## src/verilog/fsc_pkg.sv

```systemverilog
// Shared constants, types and helpers of the file-system command controller.
// Assumes a drive with 512-byte sectors behind a request/busy storage controller.
package fsc_pkg;

  // User command codes.
  localparam logic [1:0] CMD_FORMAT = 2'h0;
  localparam logic [1:0] CMD_SHUTDOWN = 2'h1;
  localparam logic [1:0] CMD_WRITE = 2'h2;

  // Storage controller command codes.
  localparam logic [2:0] NV_IDENTIFY = 3'h0;
  localparam logic [2:0] NV_WRITE = 3'h2;
  localparam logic [2:0] NV_SHUTDOWN = 3'h4;

  // Wishbone register byte offsets.
  localparam logic [7:0] REG_CTRL = 8'h00;
  localparam logic [7:0] REG_STATUS = 8'h04;
  localparam logic [7:0] REG_DIR_CAP = 8'h08;
  localparam logic [7:0] REG_TOTAL_CAP = 8'h0c;
  localparam logic [7:0] REG_FILE_SIZE = 8'h10;
  localparam logic [7:0] REG_FILE_COUNT = 8'h14;

  // Control register field and reset value.
  localparam int CTRL_EN_BIT = 0;
  localparam logic CTRL_EN_RST = 1'b1;

  // Status register field positions.
  localparam int ST_BUSY_BIT = 0;
  localparam int ST_DEAD_BIT = 1;
  localparam int ST_BAD_BIT = 2;
  localparam int ST_STATE_LSB = 4;

  // Transmit FIFO burst: 32 beats of 128 bits, level bits 15..5 hold whole bursts.
  localparam int BURST_BEATS = 32;
  localparam int LEVEL_LSB = 5;

  // Layout on the drive, in sectors.
  localparam logic [8:0] DIR_LAST = 9'h1ff;
  localparam logic [47:0] INFO_LBA = 48'h0000_0000_0800;
  localparam logic [47:0] DIR_LBA = 48'h0000_0000_1000;
  localparam logic [47:0] DATA_LBA = 48'h0000_0001_0000;
  localparam int BASE_SHIFT = 16;
  localparam int DIRS_SHIFT = 9;

  typedef enum logic [3:0] {
    ST_ID_REQ, ST_ID_WAIT, ST_IDLE, ST_FMT_INFO, ST_FMT_IWAIT, ST_FMT_DIR,
    ST_FMT_DWAIT, ST_SHUT_WAIT, ST_DEAD, ST_WR_LOC, ST_WR_FILE, ST_WR_DATA, ST_WR_DONE
  } fsc_state_t;

  // Sectors per file as a power of two: 32 MB grows fourfold per size code.
  function automatic logic [5:0] fsc_sect_shift(input logic [2:0] code);
    return 6'(BASE_SHIFT) + {2'h0, code, 1'b0};
  endfunction

endpackage

```

## src/verilog/fsc_nvme_seq.sv

```systemverilog
// Issues one request to the storage controller and reports its completion.
// Assumes the controller raises busy after a request and drops it when done.
`timescale 1ns/100ps
`default_nettype none
module fsc_nvme_seq (
  input wire logic clk_i,
  input wire logic rst_i,
  input wire logic go_i,
  input wire logic [2:0] cmd_i,
  input wire logic [47:0] addr_i,
  input wire logic [47:0] len_i,
  input wire logic nvme_busy_i,
  output logic nvme_req_o,
  output logic [2:0] nvme_cmd_o,
  output logic [47:0] nvme_addr_o,
  output logic [47:0] nvme_len_o,
  output logic done_o
);
  logic wait_ff;

  always_ff @(posedge clk_i) begin
    if (rst_i) begin
      nvme_req_o <= 1'b0;
      nvme_cmd_o <= 3'h0;
      nvme_addr_o <= 48'h0;
      nvme_len_o <= 48'h0;
      wait_ff <= 1'b0;
      done_o <= 1'b0;
    end else begin
      done_o <= 1'b0;
      if (go_i) begin
        nvme_req_o <= 1'b1;
        nvme_cmd_o <= cmd_i;
        nvme_addr_o <= addr_i;
        nvme_len_o <= len_i;
      end else if (nvme_req_o && nvme_busy_i) begin
        nvme_req_o <= 1'b0;
        wait_ff <= 1'b1;
      end else if (wait_ff && !nvme_busy_i) begin
        wait_ff <= 1'b0;
        done_o <= 1'b1;
      end
    end
  end
endmodule
`default_nettype wire

```

## src/verilog/fsc_burst_rd.sv

```systemverilog
// Moves one 512-byte burst from the transmit FIFO to the storage data port.
// Assumes FIFO read data is valid in the cycle after each pop.
`timescale 1ns/100ps
`default_nettype none
module fsc_burst_rd #(
  parameter int BEATS = fsc_pkg::BURST_BEATS
) (
  input wire logic clk_i,
  input wire logic rst_i,
  input wire logic go_i,
  input wire logic [15:0] level_i,
  input wire logic [127:0] dout_i,
  output logic pop_o,
  output logic [127:0] wdata_o,
  output logic wvalid_o,
  output logic ready_o
);
  logic wait_ff;
  logic pop_d_ff;
  logic [5:0] beat_ff;
  wire have_burst = |level_i[15:fsc_pkg::LEVEL_LSB];
  wire last_beat = beat_ff == 6'(BEATS - 1);

  always_ff @(posedge clk_i) begin
    if (rst_i) begin
      wait_ff <= 1'b0;
      pop_o <= 1'b0;
      pop_d_ff <= 1'b0;
      beat_ff <= 6'h0;
      ready_o <= 1'b1;
      wvalid_o <= 1'b0;
      wdata_o <= 128'h0;
    end else begin
      pop_d_ff <= pop_o;
      wvalid_o <= pop_d_ff;
      if (pop_d_ff) begin
        wdata_o <= dout_i;
      end
      if (go_i && ready_o) begin
        ready_o <= 1'b0;
        wait_ff <= 1'b1;
      end else if (wait_ff && have_burst) begin
        wait_ff <= 1'b0;
        pop_o <= 1'b1;
        beat_ff <= 6'h0;
      end else if (pop_o) begin
        beat_ff <= beat_ff + 6'h1;
        pop_o <= !last_beat;
      end else if (!ready_o && !wait_ff && !pop_d_ff) begin
        ready_o <= 1'b1;
      end
    end
  end
endmodule
`default_nettype wire

```

## src/verilog/fsc_ctrl.sv

```systemverilog
// Command controller of a file-system recorder in front of a storage controller.
// Assumes a classic Wishbone master and user logic that keeps the request handshake.
//
// The register offsets and the Wishbone register port were left to the implementer.
`timescale 1ns/100ps
`default_nettype none
module fsc_ctrl #(
  parameter int DATE_W = 32,
  parameter int TIME_W = 32,
  parameter int FNUM_W = 27,
  parameter int FPD_W = 20
) (
  input wire logic clk_i,
  input wire logic rst_i,
  input wire logic wb_cyc_i,
  input wire logic wb_stb_i,
  input wire logic wb_we_i,
  input wire logic [7:0] wb_adr_i,
  input wire logic [3:0] wb_sel_i,
  input wire logic [31:0] wb_dat_i,
  output logic [31:0] wb_dat_o,
  output logic wb_ack_o,
  input wire logic cmd_request_i,
  input wire logic [1:0] cmd_code_i,
  input wire logic [DATE_W-1:0] create_date_ymd_i,
  input wire logic [TIME_W-1:0] create_time_hms_i,
  input wire logic [2:0] file_size_sel_i,
  input wire logic [FNUM_W-1:0] first_file_number_i,
  input wire logic [FNUM_W-1:0] file_count_req_i,
  output logic cmd_busy_o,
  output logic [FPD_W-1:0] files_per_directory_o,
  output logic [FNUM_W-1:0] total_file_capacity_o,
  output logic [2:0] current_file_size_o,
  output logic [FNUM_W-1:0] stored_file_count_o,
  input wire logic [15:0] tx_fifo_level_i,
  output logic tx_fifo_pop_o,
  input wire logic [127:0] tx_fifo_dout_i,
  output logic nvme_req_o,
  output logic [2:0] nvme_cmd_o,
  output logic [47:0] nvme_addr_o,
  output logic [47:0] nvme_len_o,
  input wire logic nvme_busy_i,
  input wire logic [47:0] nvme_capacity_i,
  output logic [127:0] nvme_wdata_o,
  output logic nvme_wvalid_o,
  output logic [FNUM_W-1:0] meta_index_o,
  output logic [FNUM_W-1:0] meta_dir_o,
  output logic [DATE_W-1:0] meta_date_o,
  output logic [TIME_W-1:0] meta_time_o
);
  fsc_pkg::fsc_state_t state_ff, nxt_state;
  logic busy_ff, nxt_busy;
  logic [1:0] code_ff, nxt_code;
  logic [DATE_W-1:0] date_ff, nxt_date;
  logic [TIME_W-1:0] time_ff, nxt_time;
  logic [2:0] fsel_ff, nxt_fsel;
  logic [FNUM_W-1:0] first_ff, nxt_first;
  logic [FNUM_W-1:0] cnt_ff, nxt_cnt;
  logic [FPD_W-1:0] fpd_ff, nxt_fpd;
  logic [FNUM_W-1:0] tfc_ff, nxt_tfc;
  logic [2:0] fsize_ff, nxt_fsize;
  logic [FNUM_W-1:0] fcount_ff, nxt_fcount;
  logic [47:0] cap_ff, nxt_cap;
  logic [FNUM_W-1:0] idx_ff, nxt_idx;
  logic [FNUM_W-1:0] left_ff, nxt_left;
  logic [FNUM_W-1:0] slot_ff, nxt_slot;
  logic [FNUM_W-1:0] dir_ff, nxt_dir;
  logic [31:0] sect_ff, nxt_sect;
  logic seen_ff, nxt_seen;
  logic bad_ff, nxt_bad;
  logic en_ff;
  logic ack_ff;
  logic [31:0] rdat_ff;
  logic [FNUM_W-1:0] mindex_ff, nxt_mindex;
  logic [FNUM_W-1:0] mdir_ff, nxt_mdir;
  logic seq_go;
  logic [2:0] seq_cmd;
  logic [47:0] seq_addr;
  logic [47:0] seq_len;
  logic seq_done;
  logic burst_go;
  logic burst_ready;

  // Size codes: the format uses the request's code taken at accept, the write the code of the last format.
  wire [5:0] shift_cap = fsc_pkg::fsc_sect_shift(fsel_ff);
  wire [5:0] shift_wr = fsc_pkg::fsc_sect_shift(fsize_ff);
  wire [47:0] data_sectors = cap_ff - fsc_pkg::DATA_LBA;
  wire [47:0] fpd_raw = nvme_capacity_i >> (fsc_pkg::BASE_SHIFT + fsc_pkg::DIRS_SHIFT);
  wire [FPD_W-1:0] fpd_new = (fpd_raw == 48'h0) ? FPD_W'(1) :
                             (|fpd_raw[47:FPD_W]) ? {FPD_W{1'b1}} : fpd_raw[FPD_W-1:0];
  wire [FNUM_W-1:0] fpd_ext = FNUM_W'(fpd_ff);
  wire [FNUM_W:0] wr_end = {1'b0, first_ff} + {1'b0, cnt_ff};
  wire accept = cmd_request_i && en_ff && !busy_ff;
  wire last_in_dir = (slot_ff + FNUM_W'(1)) == fpd_ext;
  wire file_over = (sect_ff == 32'h0) && burst_ready && (seen_ff || seq_done);

  // Wishbone decode; reads of unmapped words return zero.
  wire wb_req = wb_cyc_i && wb_stb_i && !ack_ff;
  wire [7:0] wb_word = {wb_adr_i[7:2], 2'h0};
  wire wr_ctrl = ack_ff && wb_cyc_i && wb_we_i && wb_sel_i[0] && (wb_word == fsc_pkg::REG_CTRL);
  wire [31:0] status_word = (32'(busy_ff) << fsc_pkg::ST_BUSY_BIT) |
                            (32'(state_ff == fsc_pkg::ST_DEAD) << fsc_pkg::ST_DEAD_BIT) |
                            (32'(bad_ff) << fsc_pkg::ST_BAD_BIT) |
                            (32'(state_ff) << fsc_pkg::ST_STATE_LSB);
  wire [31:0] rd_mux = (wb_word == fsc_pkg::REG_CTRL) ? 32'(en_ff) :
                       (wb_word == fsc_pkg::REG_STATUS) ? status_word :
                       (wb_word == fsc_pkg::REG_DIR_CAP) ? 32'(fpd_ff) :
                       (wb_word == fsc_pkg::REG_TOTAL_CAP) ? 32'(tfc_ff) :
                       (wb_word == fsc_pkg::REG_FILE_SIZE) ? 32'(fsize_ff) :
                       (wb_word == fsc_pkg::REG_FILE_COUNT) ? 32'(fcount_ff) : 32'h0;

  always_comb begin
    nxt_state = state_ff;
    nxt_busy = busy_ff;
    nxt_code = code_ff;
    nxt_date = date_ff;
    nxt_time = time_ff;
    nxt_fsel = fsel_ff;
    nxt_first = first_ff;
    nxt_cnt = cnt_ff;
    nxt_fpd = fpd_ff;
    nxt_tfc = tfc_ff;
    nxt_fsize = fsize_ff;
    nxt_fcount = fcount_ff;
    nxt_cap = cap_ff;
    nxt_idx = idx_ff;
    nxt_left = left_ff;
    nxt_slot = slot_ff;
    nxt_dir = dir_ff;
    nxt_sect = sect_ff;
    nxt_seen = seen_ff || seq_done;
    nxt_bad = bad_ff;
    nxt_mindex = mindex_ff;
    nxt_mdir = mdir_ff;
    seq_go = 1'b0;
    seq_cmd = fsc_pkg::NV_WRITE;
    seq_addr = 48'h0;
    seq_len = 48'h1;
    burst_go = 1'b0;
    case (state_ff)
      fsc_pkg::ST_ID_REQ: begin
        seq_go = 1'b1;
        seq_cmd = fsc_pkg::NV_IDENTIFY;
        nxt_state = fsc_pkg::ST_ID_WAIT;
      end
      fsc_pkg::ST_ID_WAIT: begin
        if (seq_done) begin
          nxt_cap = nvme_capacity_i;
          nxt_fpd = fpd_new;
          nxt_busy = 1'b0;
          nxt_state = fsc_pkg::ST_IDLE;
        end
      end
      fsc_pkg::ST_IDLE: begin
        if (accept) begin
          nxt_code = cmd_code_i;
          nxt_date = create_date_ymd_i;
          nxt_time = create_time_hms_i;
          nxt_fsel = file_size_sel_i;
          nxt_first = first_file_number_i;
          nxt_cnt = file_count_req_i;
          if (cmd_code_i == fsc_pkg::CMD_FORMAT) begin
            nxt_busy = 1'b1;
            nxt_state = fsc_pkg::ST_FMT_INFO;
          end else if (cmd_code_i == fsc_pkg::CMD_SHUTDOWN) begin
            nxt_busy = 1'b1;
            seq_go = 1'b1;
            seq_cmd = fsc_pkg::NV_SHUTDOWN;
            nxt_state = fsc_pkg::ST_SHUT_WAIT;
          end else if (cmd_code_i == fsc_pkg::CMD_WRITE) begin
            nxt_busy = 1'b1;
            nxt_bad = first_file_number_i > fcount_ff;
            nxt_idx = first_file_number_i;
            nxt_slot = first_file_number_i;
            nxt_left = file_count_req_i;
            nxt_dir = '0;
            nxt_state = fsc_pkg::ST_WR_LOC;
          end
        end
      end
      fsc_pkg::ST_FMT_INFO: begin
        seq_go = 1'b1;
        seq_addr = fsc_pkg::INFO_LBA;
        nxt_idx = '0;
        nxt_state = fsc_pkg::ST_FMT_IWAIT;
      end
      fsc_pkg::ST_FMT_IWAIT: begin
        if (seq_done) begin
          nxt_state = fsc_pkg::ST_FMT_DIR;
        end
      end
      fsc_pkg::ST_FMT_DIR: begin
        seq_go = 1'b1;
        seq_addr = fsc_pkg::DIR_LBA + 48'(idx_ff);
        nxt_mindex = idx_ff;
        nxt_mdir = idx_ff;
        nxt_state = fsc_pkg::ST_FMT_DWAIT;
      end
      fsc_pkg::ST_FMT_DWAIT: begin
        if (seq_done && idx_ff == FNUM_W'(fsc_pkg::DIR_LAST)) begin
          nxt_tfc = FNUM_W'(data_sectors >> shift_cap);
          nxt_fsize = fsel_ff;
          nxt_fcount = '0;
          nxt_busy = 1'b0;
          nxt_state = fsc_pkg::ST_IDLE;
        end else if (seq_done) begin
          nxt_idx = idx_ff + FNUM_W'(1);
          nxt_state = fsc_pkg::ST_FMT_DIR;
        end
      end
      fsc_pkg::ST_SHUT_WAIT: begin
        if (seq_done) begin
          nxt_busy = 1'b0;
          nxt_state = fsc_pkg::ST_DEAD;
        end
      end
      fsc_pkg::ST_DEAD: begin
        nxt_state = fsc_pkg::ST_DEAD;
      end
      fsc_pkg::ST_WR_LOC: begin
        if (slot_ff >= fpd_ext) begin
          nxt_slot = slot_ff - fpd_ext;
          nxt_dir = dir_ff + FNUM_W'(1);
        end else if (left_ff == '0) begin
          nxt_state = fsc_pkg::ST_WR_DONE;
        end else begin
          nxt_state = fsc_pkg::ST_WR_FILE;
        end
      end
      fsc_pkg::ST_WR_FILE: begin
        seq_go = 1'b1;
        seq_addr = fsc_pkg::DATA_LBA + (48'(idx_ff) << shift_wr);
        seq_len = 48'h1 << shift_wr;
        nxt_sect = 32'h1 << shift_wr;
        nxt_seen = 1'b0;
        nxt_mindex = idx_ff;
        nxt_mdir = dir_ff;
        nxt_state = fsc_pkg::ST_WR_DATA;
      end
      fsc_pkg::ST_WR_DATA: begin
        if (sect_ff != 32'h0 && burst_ready) begin
          burst_go = 1'b1;
          nxt_sect = sect_ff - 32'h1;
        end else if (file_over) begin
          nxt_idx = idx_ff + FNUM_W'(1);
          nxt_left = left_ff - FNUM_W'(1);
          nxt_slot = last_in_dir ? '0 : slot_ff + FNUM_W'(1);
          nxt_dir = last_in_dir ? dir_ff + FNUM_W'(1) : dir_ff;
          nxt_state = (left_ff == FNUM_W'(1)) ? fsc_pkg::ST_WR_DONE : fsc_pkg::ST_WR_FILE;
        end
      end
      fsc_pkg::ST_WR_DONE: begin
        if (!bad_ff && wr_end[FNUM_W-1:0] > fcount_ff) begin
          nxt_fcount = wr_end[FNUM_W-1:0];
        end
        nxt_busy = 1'b0;
        nxt_state = fsc_pkg::ST_IDLE;
      end
      default: begin
        nxt_state = fsc_pkg::ST_IDLE;
      end
    endcase
  end

  always_ff @(posedge clk_i) begin
    if (rst_i) begin
      state_ff <= fsc_pkg::ST_ID_REQ;
      busy_ff <= 1'b1;
      code_ff <= 2'h0;
      date_ff <= '0;
      time_ff <= '0;
      fsel_ff <= 3'h0;
      first_ff <= '0;
      cnt_ff <= '0;
      fpd_ff <= '0;
      tfc_ff <= '0;
      fsize_ff <= 3'h0;
      fcount_ff <= '0;
      cap_ff <= 48'h0;
    end else begin
      state_ff <= nxt_state;
      busy_ff <= nxt_busy;
      code_ff <= nxt_code;
      date_ff <= nxt_date;
      time_ff <= nxt_time;
      fsel_ff <= nxt_fsel;
      first_ff <= nxt_first;
      cnt_ff <= nxt_cnt;
      fpd_ff <= nxt_fpd;
      tfc_ff <= nxt_tfc;
      fsize_ff <= nxt_fsize;
      fcount_ff <= nxt_fcount;
      cap_ff <= nxt_cap;
    end
  end

  always_ff @(posedge clk_i) begin
    if (rst_i) begin
      idx_ff <= '0;
      left_ff <= '0;
      slot_ff <= '0;
      dir_ff <= '0;
      sect_ff <= 32'h0;
      seen_ff <= 1'b0;
      bad_ff <= 1'b0;
      mindex_ff <= '0;
      mdir_ff <= '0;
    end else begin
      idx_ff <= nxt_idx;
      left_ff <= nxt_left;
      slot_ff <= nxt_slot;
      dir_ff <= nxt_dir;
      sect_ff <= nxt_sect;
      seen_ff <= nxt_seen;
      bad_ff <= nxt_bad;
      mindex_ff <= nxt_mindex;
      mdir_ff <= nxt_mdir;
    end
  end

  // Ack comes one cycle after the strobe and drops the next cycle.
  always_ff @(posedge clk_i) begin
    if (rst_i) begin
      en_ff <= fsc_pkg::CTRL_EN_RST;
      ack_ff <= 1'b0;
      rdat_ff <= 32'h0;
    end else begin
      ack_ff <= wb_req;
      if (wb_req) begin
        rdat_ff <= wb_we_i ? 32'h0 : rd_mux;
      end
      if (wr_ctrl) begin
        en_ff <= wb_dat_i[fsc_pkg::CTRL_EN_BIT];
      end
    end
  end

  fsc_nvme_seq u_seq (
    .clk_i(clk_i),
    .rst_i(rst_i),
    .go_i(seq_go),
    .cmd_i(seq_cmd),
    .addr_i(seq_addr),
    .len_i(seq_len),
    .nvme_busy_i(nvme_busy_i),
    .nvme_req_o(nvme_req_o),
    .nvme_cmd_o(nvme_cmd_o),
    .nvme_addr_o(nvme_addr_o),
    .nvme_len_o(nvme_len_o),
    .done_o(seq_done)
  );

  fsc_burst_rd #(
    .BEATS(fsc_pkg::BURST_BEATS)
  ) u_burst (
    .clk_i(clk_i),
    .rst_i(rst_i),
    .go_i(burst_go),
    .level_i(tx_fifo_level_i),
    .dout_i(tx_fifo_dout_i),
    .pop_o(tx_fifo_pop_o),
    .wdata_o(nvme_wdata_o),
    .wvalid_o(nvme_wvalid_o),
    .ready_o(burst_ready)
  );

  assign wb_dat_o = rdat_ff;
  assign wb_ack_o = ack_ff;
  assign cmd_busy_o = busy_ff;
  assign files_per_directory_o = fpd_ff;
  assign total_file_capacity_o = tfc_ff;
  assign current_file_size_o = fsize_ff;
  assign stored_file_count_o = fcount_ff;
  assign meta_index_o = mindex_ff;
  assign meta_dir_o = mdir_ff;
  assign meta_date_o = date_ff;
  assign meta_time_o = time_ff;
endmodule
`default_nettype wire

```

## config.mk

```make
export PLATFORM = sky130hd
export DESIGN_NAME = fsc_ctrl
export DESIGN_NICKNAME = d
export VERILOG_FILES = /design/src/verilog/fsc_pkg.sv /design/src/verilog/fsc_nvme_seq.sv /design/src/verilog/fsc_burst_rd.sv /design/src/verilog/fsc_ctrl.sv
export SDC_FILE = /design/constraint.sdc
export NUM_CORES = 2
export LEC_CHECK = 0
export BUFFER_PORTS_ARGS = -buffer_cell sky130_fd_sc_hd__buf_4
export CORE_AREA = 2 2 324 326
export CTS_BUF_LIST = sky130_fd_sc_hd__clkbuf_16
export CTS_CLUSTER_DIAMETER = 200
export DETAILED_ROUTE_END_ITERATION = 16
export DIE_AREA = 0 0 326 328
export SETUP_SLACK_MARGIN = 0.05
export SYNTH_ARGS = -nofsm -noshare
export SYNTH_HDL_FRONTEND = slang
export SYNTH_SLANG_ARGS = --single-unit
```

## constraint.sdc

```tcl
create_clock -name clk_i -period 9.7 [get_ports clk_i]
set_input_delay 0.485 -clock clk_i [delete_from_list [all_inputs] [get_ports clk_i]]
set_output_delay 0.485 -clock clk_i [all_outputs]
set_load 0.1 [all_outputs]
```

* After elaboration in Yosys (flattened, before gate mapping)
Index checks and enable logic that the tools add are counted.
** Storage, ports and cells
- Flip-flop bits (word level) :: 722
- Input port bits :: 366
- Output and inout bits :: 459
- Word-level logic and storage cells :: 269
** Cells by class
- Add/sub/neg operators :: 13
- Magnitude comparators :: 3
- Equal/unequal tests :: 43
- Shifts and indexed selects :: 4
- Mux-type cells :: 93
- Bitwise gates (word level) :: 7
- Reduce and logical (&&, ||, !) cells :: 69
** Operators by type and width (count)
- two-way mux 27 bit :: 35
- case mux 27 bit (2 select lines) :: 3
- case mux 27 bit (3 select lines) :: 2
- case mux 48 bit (3 select lines) :: 1
- case mux 27 bit (4 select lines) :: 1
- adder 27 x 1 -> 27 bit (second input constant) :: 3
- case mux 32 bit (2 select lines) :: 1
- > comparator 27 bit :: 2
- adder 17 x 48 -> 48 bit (first input constant) :: 1
- zero test 48 bit :: 1
- two-way mux 48 bit :: 1
- case mux 4 bit (12 select lines) :: 1
- << shifter 1 x 6 -> 48 bit (first input constant) :: 1
- << shifter 27 x 6 -> 48 bit :: 1
- >> shifter 48 x 6 -> 27 bit :: 1
- subtractor 48 x 17 -> 48 bit (second input constant) :: 1
- two-way mux 4 bit :: 11
- two-way mux 20 bit :: 2
- zero test 32 bit :: 1
- two-way mux 32 bit :: 1
- nonzero test 32 bit :: 1
- << shifter 1 x 6 -> 32 bit (first input constant) :: 1
- subtractor 32 x 1 -> 32 bit (second input constant) :: 1
- adder 13 x 27 -> 28 bit (first input constant) :: 1
- 52 further kinds :: 157

* Logic depth before layout (Yosys ltp)
- Depth in word-level cells :: 8
- Depth in mapped cells :: 21
- Gate-level depth less buffers :: 20

* By module
Synthesis repeated with hierarchy kept, for this count alone.
** Unflattened totals
- Cells, all modules :: 4657
- Area total of the unflattened synthesis :: 36988.0 um2
** Modules (own cells, without submodules)
- fsc_ctrl :: times used 1, cells each 3849, area each 28253.3 um2, seq. area each 9208.8 um2
- fsc_burst_rd :: times used 1, cells each 477, area each 5062.4 um2, seq. area each 2782.7 um2
- fsc_nvme_seq :: times used 1, cells each 331, area each 3672.3 um2, seq. area each 2042.0 um2

* Least setup slack after synthesis
No wires, ideal clock.
- Kind :: register -> register
- From :: register first_ff[0]
- To :: register fcount_ff[14], in the netlist stored_file_count_o[14]
- Library setup time :: 65 ps
- Arrival time :: 4851 ps
- Data required time :: 9635 ps
- Path slack :: 4783 ps
- Cell stages (with the launch flop) :: 22
- Buffers on the path :: 1
- Period minus slack after synthesis :: 4917 ps
- Cells stage by stage :: dfxtp_1 > ha_1 > fa_1 > a211oi_1 > o211ai_1 > a211oi_1 > o211ai_1 > a31oi_1 > o21ai_0 > a31oi_1 > xnor2_1 > ha_1 > nand4_1 > nor3_1 > nand2_1 > a21oi_1 > o21ai_0 > and3_1 > o21ai_1 > clkbuf_1 > mux2_2 > nor2_1
** Between the ends
- Longest elaborated chain between the ends :: 5
- Elaborated cells on any way between the ends :: 7
- Those cells by class :: add/sub (1); order compare (1); eq/ne (1); mux (2); reduce/logical (2)
** RTL lines
- from (decl) :: RTL line fsc_ctrl.sv:57 : logic [FNUM_W-1:0] first_ff, nxt_first;
- from (signal assigned) :: RTL line fsc_ctrl.sv:287 : first_ff <= nxt_first;
- adder 27 bit * :: RTL line fsc_ctrl.sv:92 : wire [FNUM_W:0] wr_end = {1'b0, first_ff} + {1'b0, cnt_ff};
- > comparator 27 bit :: RTL line fsc_ctrl.sv:253 : if (!bad_ff && wr_end[FNUM_W-1:0] > fcount_ff) begin
- logical AND 1 bit :: RTL line fsc_ctrl.sv:253
- inequality test 2 bit (no source line)
- AND reduction 3 bit (no source line)
- to (signal assigned) :: RTL line fsc_ctrl.sv:292 : fcount_ff <= nxt_fcount;
- to (decl) :: RTL line fsc_ctrl.sv:62 : logic [FNUM_W-1:0] fcount_ff, nxt_fcount;
Mark *: on every way between the ends. The rest lies on a longest branch, timed or not. The select of a mux whose other input is x is not followed.
A chain may end at the register's enable or synchronous reset.

* Worst setup path after layout
- From :: register first_ff[0]
- To :: register fcount_ff[5], in the netlist stored_file_count_o[5]
The elaborated chain is that of the path after synthesis.

==> summary.txt <==
Outcome
  • Outcome: finished clean

Layout
  • Leading cell type in the layout, fill and taps excluded: buf_4
  • Share of post-route cells with drive strength above 1: 18.9%
  • Multi-input logic area: 20600 um2
  • Final layout net count: 5514
  • Area grow syn2layout: 24.7%
  • Most frequent cells in the layout: buf_4, nand2_1, dfxtp_1
  • Register area: 13200 um2
  • # fillers: 10.6k

Synthesis
  • Synthesized area: 35600 um2
  • Yosys top cell by area: dfxtp_1
  • EDFF count, synth: 0
  • Async SR Flop Fraction: 0%
  • Syn. warnings: 0
  • Seq/Total Area, Yosys: 37.2%
  • Syn Area/Cell: 7.88 um2
  • Synth Register Bits: 661
  • Post-Synthesis Cells: 4518
  • Synth area leaders: dfxtp_1, nand2_1, mux2i_1
  • Synth Flop Type: dfxtp_1
  • Post-synth top area share: 37.2%
  • Unique masters post-synth: 89

Floorplan
  • Die X: 326 um
  • Die area: 107000 um2
  • Die Y: 328 um
  • Core ar.: 103000 um2
  • Boundary pin count: 825
  • # rows: 118
  • Initial Utilization: 34.5%

CTS
  • CTS H-tree lvls: 3
  • CTS Buffer Depth: 3
  • Clock Latency Late Sink: 0.66 ns
  • CTS buffer count: 80
  • Post-CTS Hold Buffers: 0
  • Reg clk slew, reported paths: 0.06 ns
  • TritonCTS clock tree: done
  • PostCTS Resize Cnt: 0
  • Root buffer cell: clkbuf_16
  • TritonCTS Sinks: 661
  • Post-CTS setup buffers: 0

Detailed routing
  • Final WL: 157000 um
  • Routed WL per cell: 24.2 um
  • Vias: 36.2k
  • Vias/cell: 5.58
  • Antenna viol nets, final: 0
  • 1st-iter DRT viols: 3401
  • # DRC: 0
  • Router iterations before antenna repair: 7

Timing
  • Max-slew headroom: 20.3%
  • Slew @ Worst Pin: 1.19 ns
  • Final cycle utilization of the critical path: 61.7%
  • Final Max Tran Viols: 0
  • RSZ-0062 raised after global routing: false
  • Setup Skew: 0.0271 ns
  • Final worst slack: 3.71 ns
  • Min cycle time layout: 5.99 ns
  • Final Hold Fails: 0
  • Max Freq: 167 MHz
  • Final TNS setup: 0 ns
  • Number of setup violations in the final report: 0

Worst setup path
  • CP Max Fanout: 14
  • Worst endpoint data arrival time: 6.58 ns
  • Flop2flop setup slack: 3.71 ns
  • CP Class: flip-flop to flip-flop
  • Reg2Reg Depth: 21
  • Setup crit end: stored_file_count_o[5]$_SDFFE_PP0P_
  • Crit path capture type: flip-flop
  • Worst EP required: 10.29 ns
  • R2r startpoint: first_ff[0]$_SDFFE_PP0P_
  • R2R Path End: stored_file_count_o[5]$_SDFFE_PP0P_
  • Crit. Startpoint: first_ff[0]$_SDFFE_PP0P_
  • CP startpoint kind: flip-flop

Run
  • Max-Cap Viols: 0

Global route
  • First-pass GRT wire length: 226000 um
  • Largest net degree at the start of global routing: 204
  • Initial antenna violation count: 13
  • GRT overflow: 0
  • Vias in the first global route: 33.6k
  • Total track usage: 27.9%

Placement
  • Post-DP HPWL: 117000 um
  • Pre-CTS WS: 3.84 ns
  • IO Port Bufs: 722
  • Final RePlAce weighted congestion: 0.959

Pwr
  • Cell Pwr Density: 203 nW/um2
  • Lkg Pwr: 17.4 nW
  • Total Power: 9.02 mW
  • Max VDD drop: 0.184 mV

Worst hold path
  • HP Class: input pin to flip-flop
[layer usage]
metal	up-vias	track usage [%]	routed length, um
met4	22	9.50	5270
li1	17018	-	-
met1	17362	35.5	64900
met5	-	0	143
met2	1506	45.5	72400
met3	278	7.28	14000
[worst max-delay path, stage by stage (launching register included)]
cell and delay (ns):
dfxtp_1 0.31, ha_1 0.24, fa_1 0.43, a211oi_1 0.35
o211ai_1 0.23, a211oi_1 0.55, o211ai_1 0.24, a31oi_1 0.34
o21ai_0 0.13, a31oi_1 0.21, xnor2_1 0.11, ha_1 0.30
nand4_1 0.12, nor3_1 0.30, nand2_1 0.17, a21oi_1 0.13
o21ai_0 0.08, and3_1 0.21, o21ai_2 0.65, buf_4 0.36
mux2_2 0.36, nor2_1 0.09
[synthesized netlist by cell type (31+ instances only)]
master / number
a22o_1: 47
buf_4: 46
a21oi_1: 419
o21ai_0: 156
nand3_1: 107
xnor2_1: 89
and3_1: 35
nand2_1: 693
nor4_1: 62
a31oi_1: 46
nor3_1: 122
nor2_1: 498
mux2i_1: 222
a22oi_1: 66
clkbuf_1: 279
xor2_1: 61
ha_1: 111
dfxtp_1: 661
and2_1: 31
inv_1: 94
a211oi_1: 81
nand4_1: 71
[state kept, by name, summed over array words and instances, names as in the netlist, 32 cells and up]
register and flops:
u_seq.nvme_addr_o 48, sect_ff 32, meta_date_o 32, cap_ff 32, meta_time_o 32, u_burst.wdata_o 128
[final cells by class]
| class | count | share of cell area [%] |
|---|---|---|
| flip-flops and latches | 661 | 29.8 |
| clock inverters | 66 | 1.38 |
| repair buffers | 776 | 13.2 |
| diodes | 5 | 0.0282 |
| clock buffers | 80 | 4.51 |
| well taps | 1380 | 3.89 |
| multi-input cells | 3420 | 46.4 |
| inverters | 96 | 0.811 |
[worst min-delay path by stage]
| stage | to | from | depth (start not counted) |
|---|---|---|---|
| 3_3_place_gp | state_ff[1]$_SDFFE_PP0P_ | state_ff[1]$_SDFFE_PP0P_ | 2 |
| 4_1_cts | u_burst.wdata_o[80]$_SDFFE_PP0P_ | tx_fifo_dout_i[80] | 3 |
| 2_1_floorplan | cnt_ff[0]$_SDFFE_PP0P_ | cnt_ff[0]$_SDFFE_PP0P_ | 2 |
| 6_report | u_burst.wdata_o[13]$_SDFFE_PP0P_ | tx_fifo_dout_i[13] | 3 |
| 3_5_place_dp | meta_index_o[11]$_SDFFE_PP0P_ | meta_index_o[11]$_SDFFE_PP0P_ | 2 |
| 5_1_grt | u_burst.wdata_o[47]$_SDFFE_PP0P_ | tx_fifo_dout_i[47] | 3 |
[report_power, final]
part	internal, mW	switching [mW]	total, mW
clock network	1.77	1.30	3.08
registers	2.85	0.283	3.14
logic	0.896	1.91	2.81
total	5.52	3.50	9.02
[cells by family (layout without fill, tap and decap cells)]
logic type	Yosys count	after routing	synth area share [%]
simple gates	1780	1780	22.5
other cells	1	50	0.0105
xor+xnor	150	150	3.69
flops	661	661	37.2
compound gates	1079	1079	19.3
mux	253	253	7.63
fa+ha+maj	113	113	4.01
buf+inv	481	1018	5.68
[per-stage QoR]
stage / hold WS, ns / cell area (um2) / cells / util [%]
3_3_place_gp: 0.439 / 41800 / 6333 / 40.5
3_5_place_dp: 0.444 / 41800 / 6333 / 40.5
6_report: 0.0585 / 44400 / 6484 / 43.0
4_1_cts: 0.0153 / 44400 / 6479 / 43.0
5_1_grt: 0.0392 / 44400 / 6480 / 43.0
2_1_floorplan: 0.440 / 35800 / 4562 / -
No activity file was read; power rests on OpenSTA's default activity.
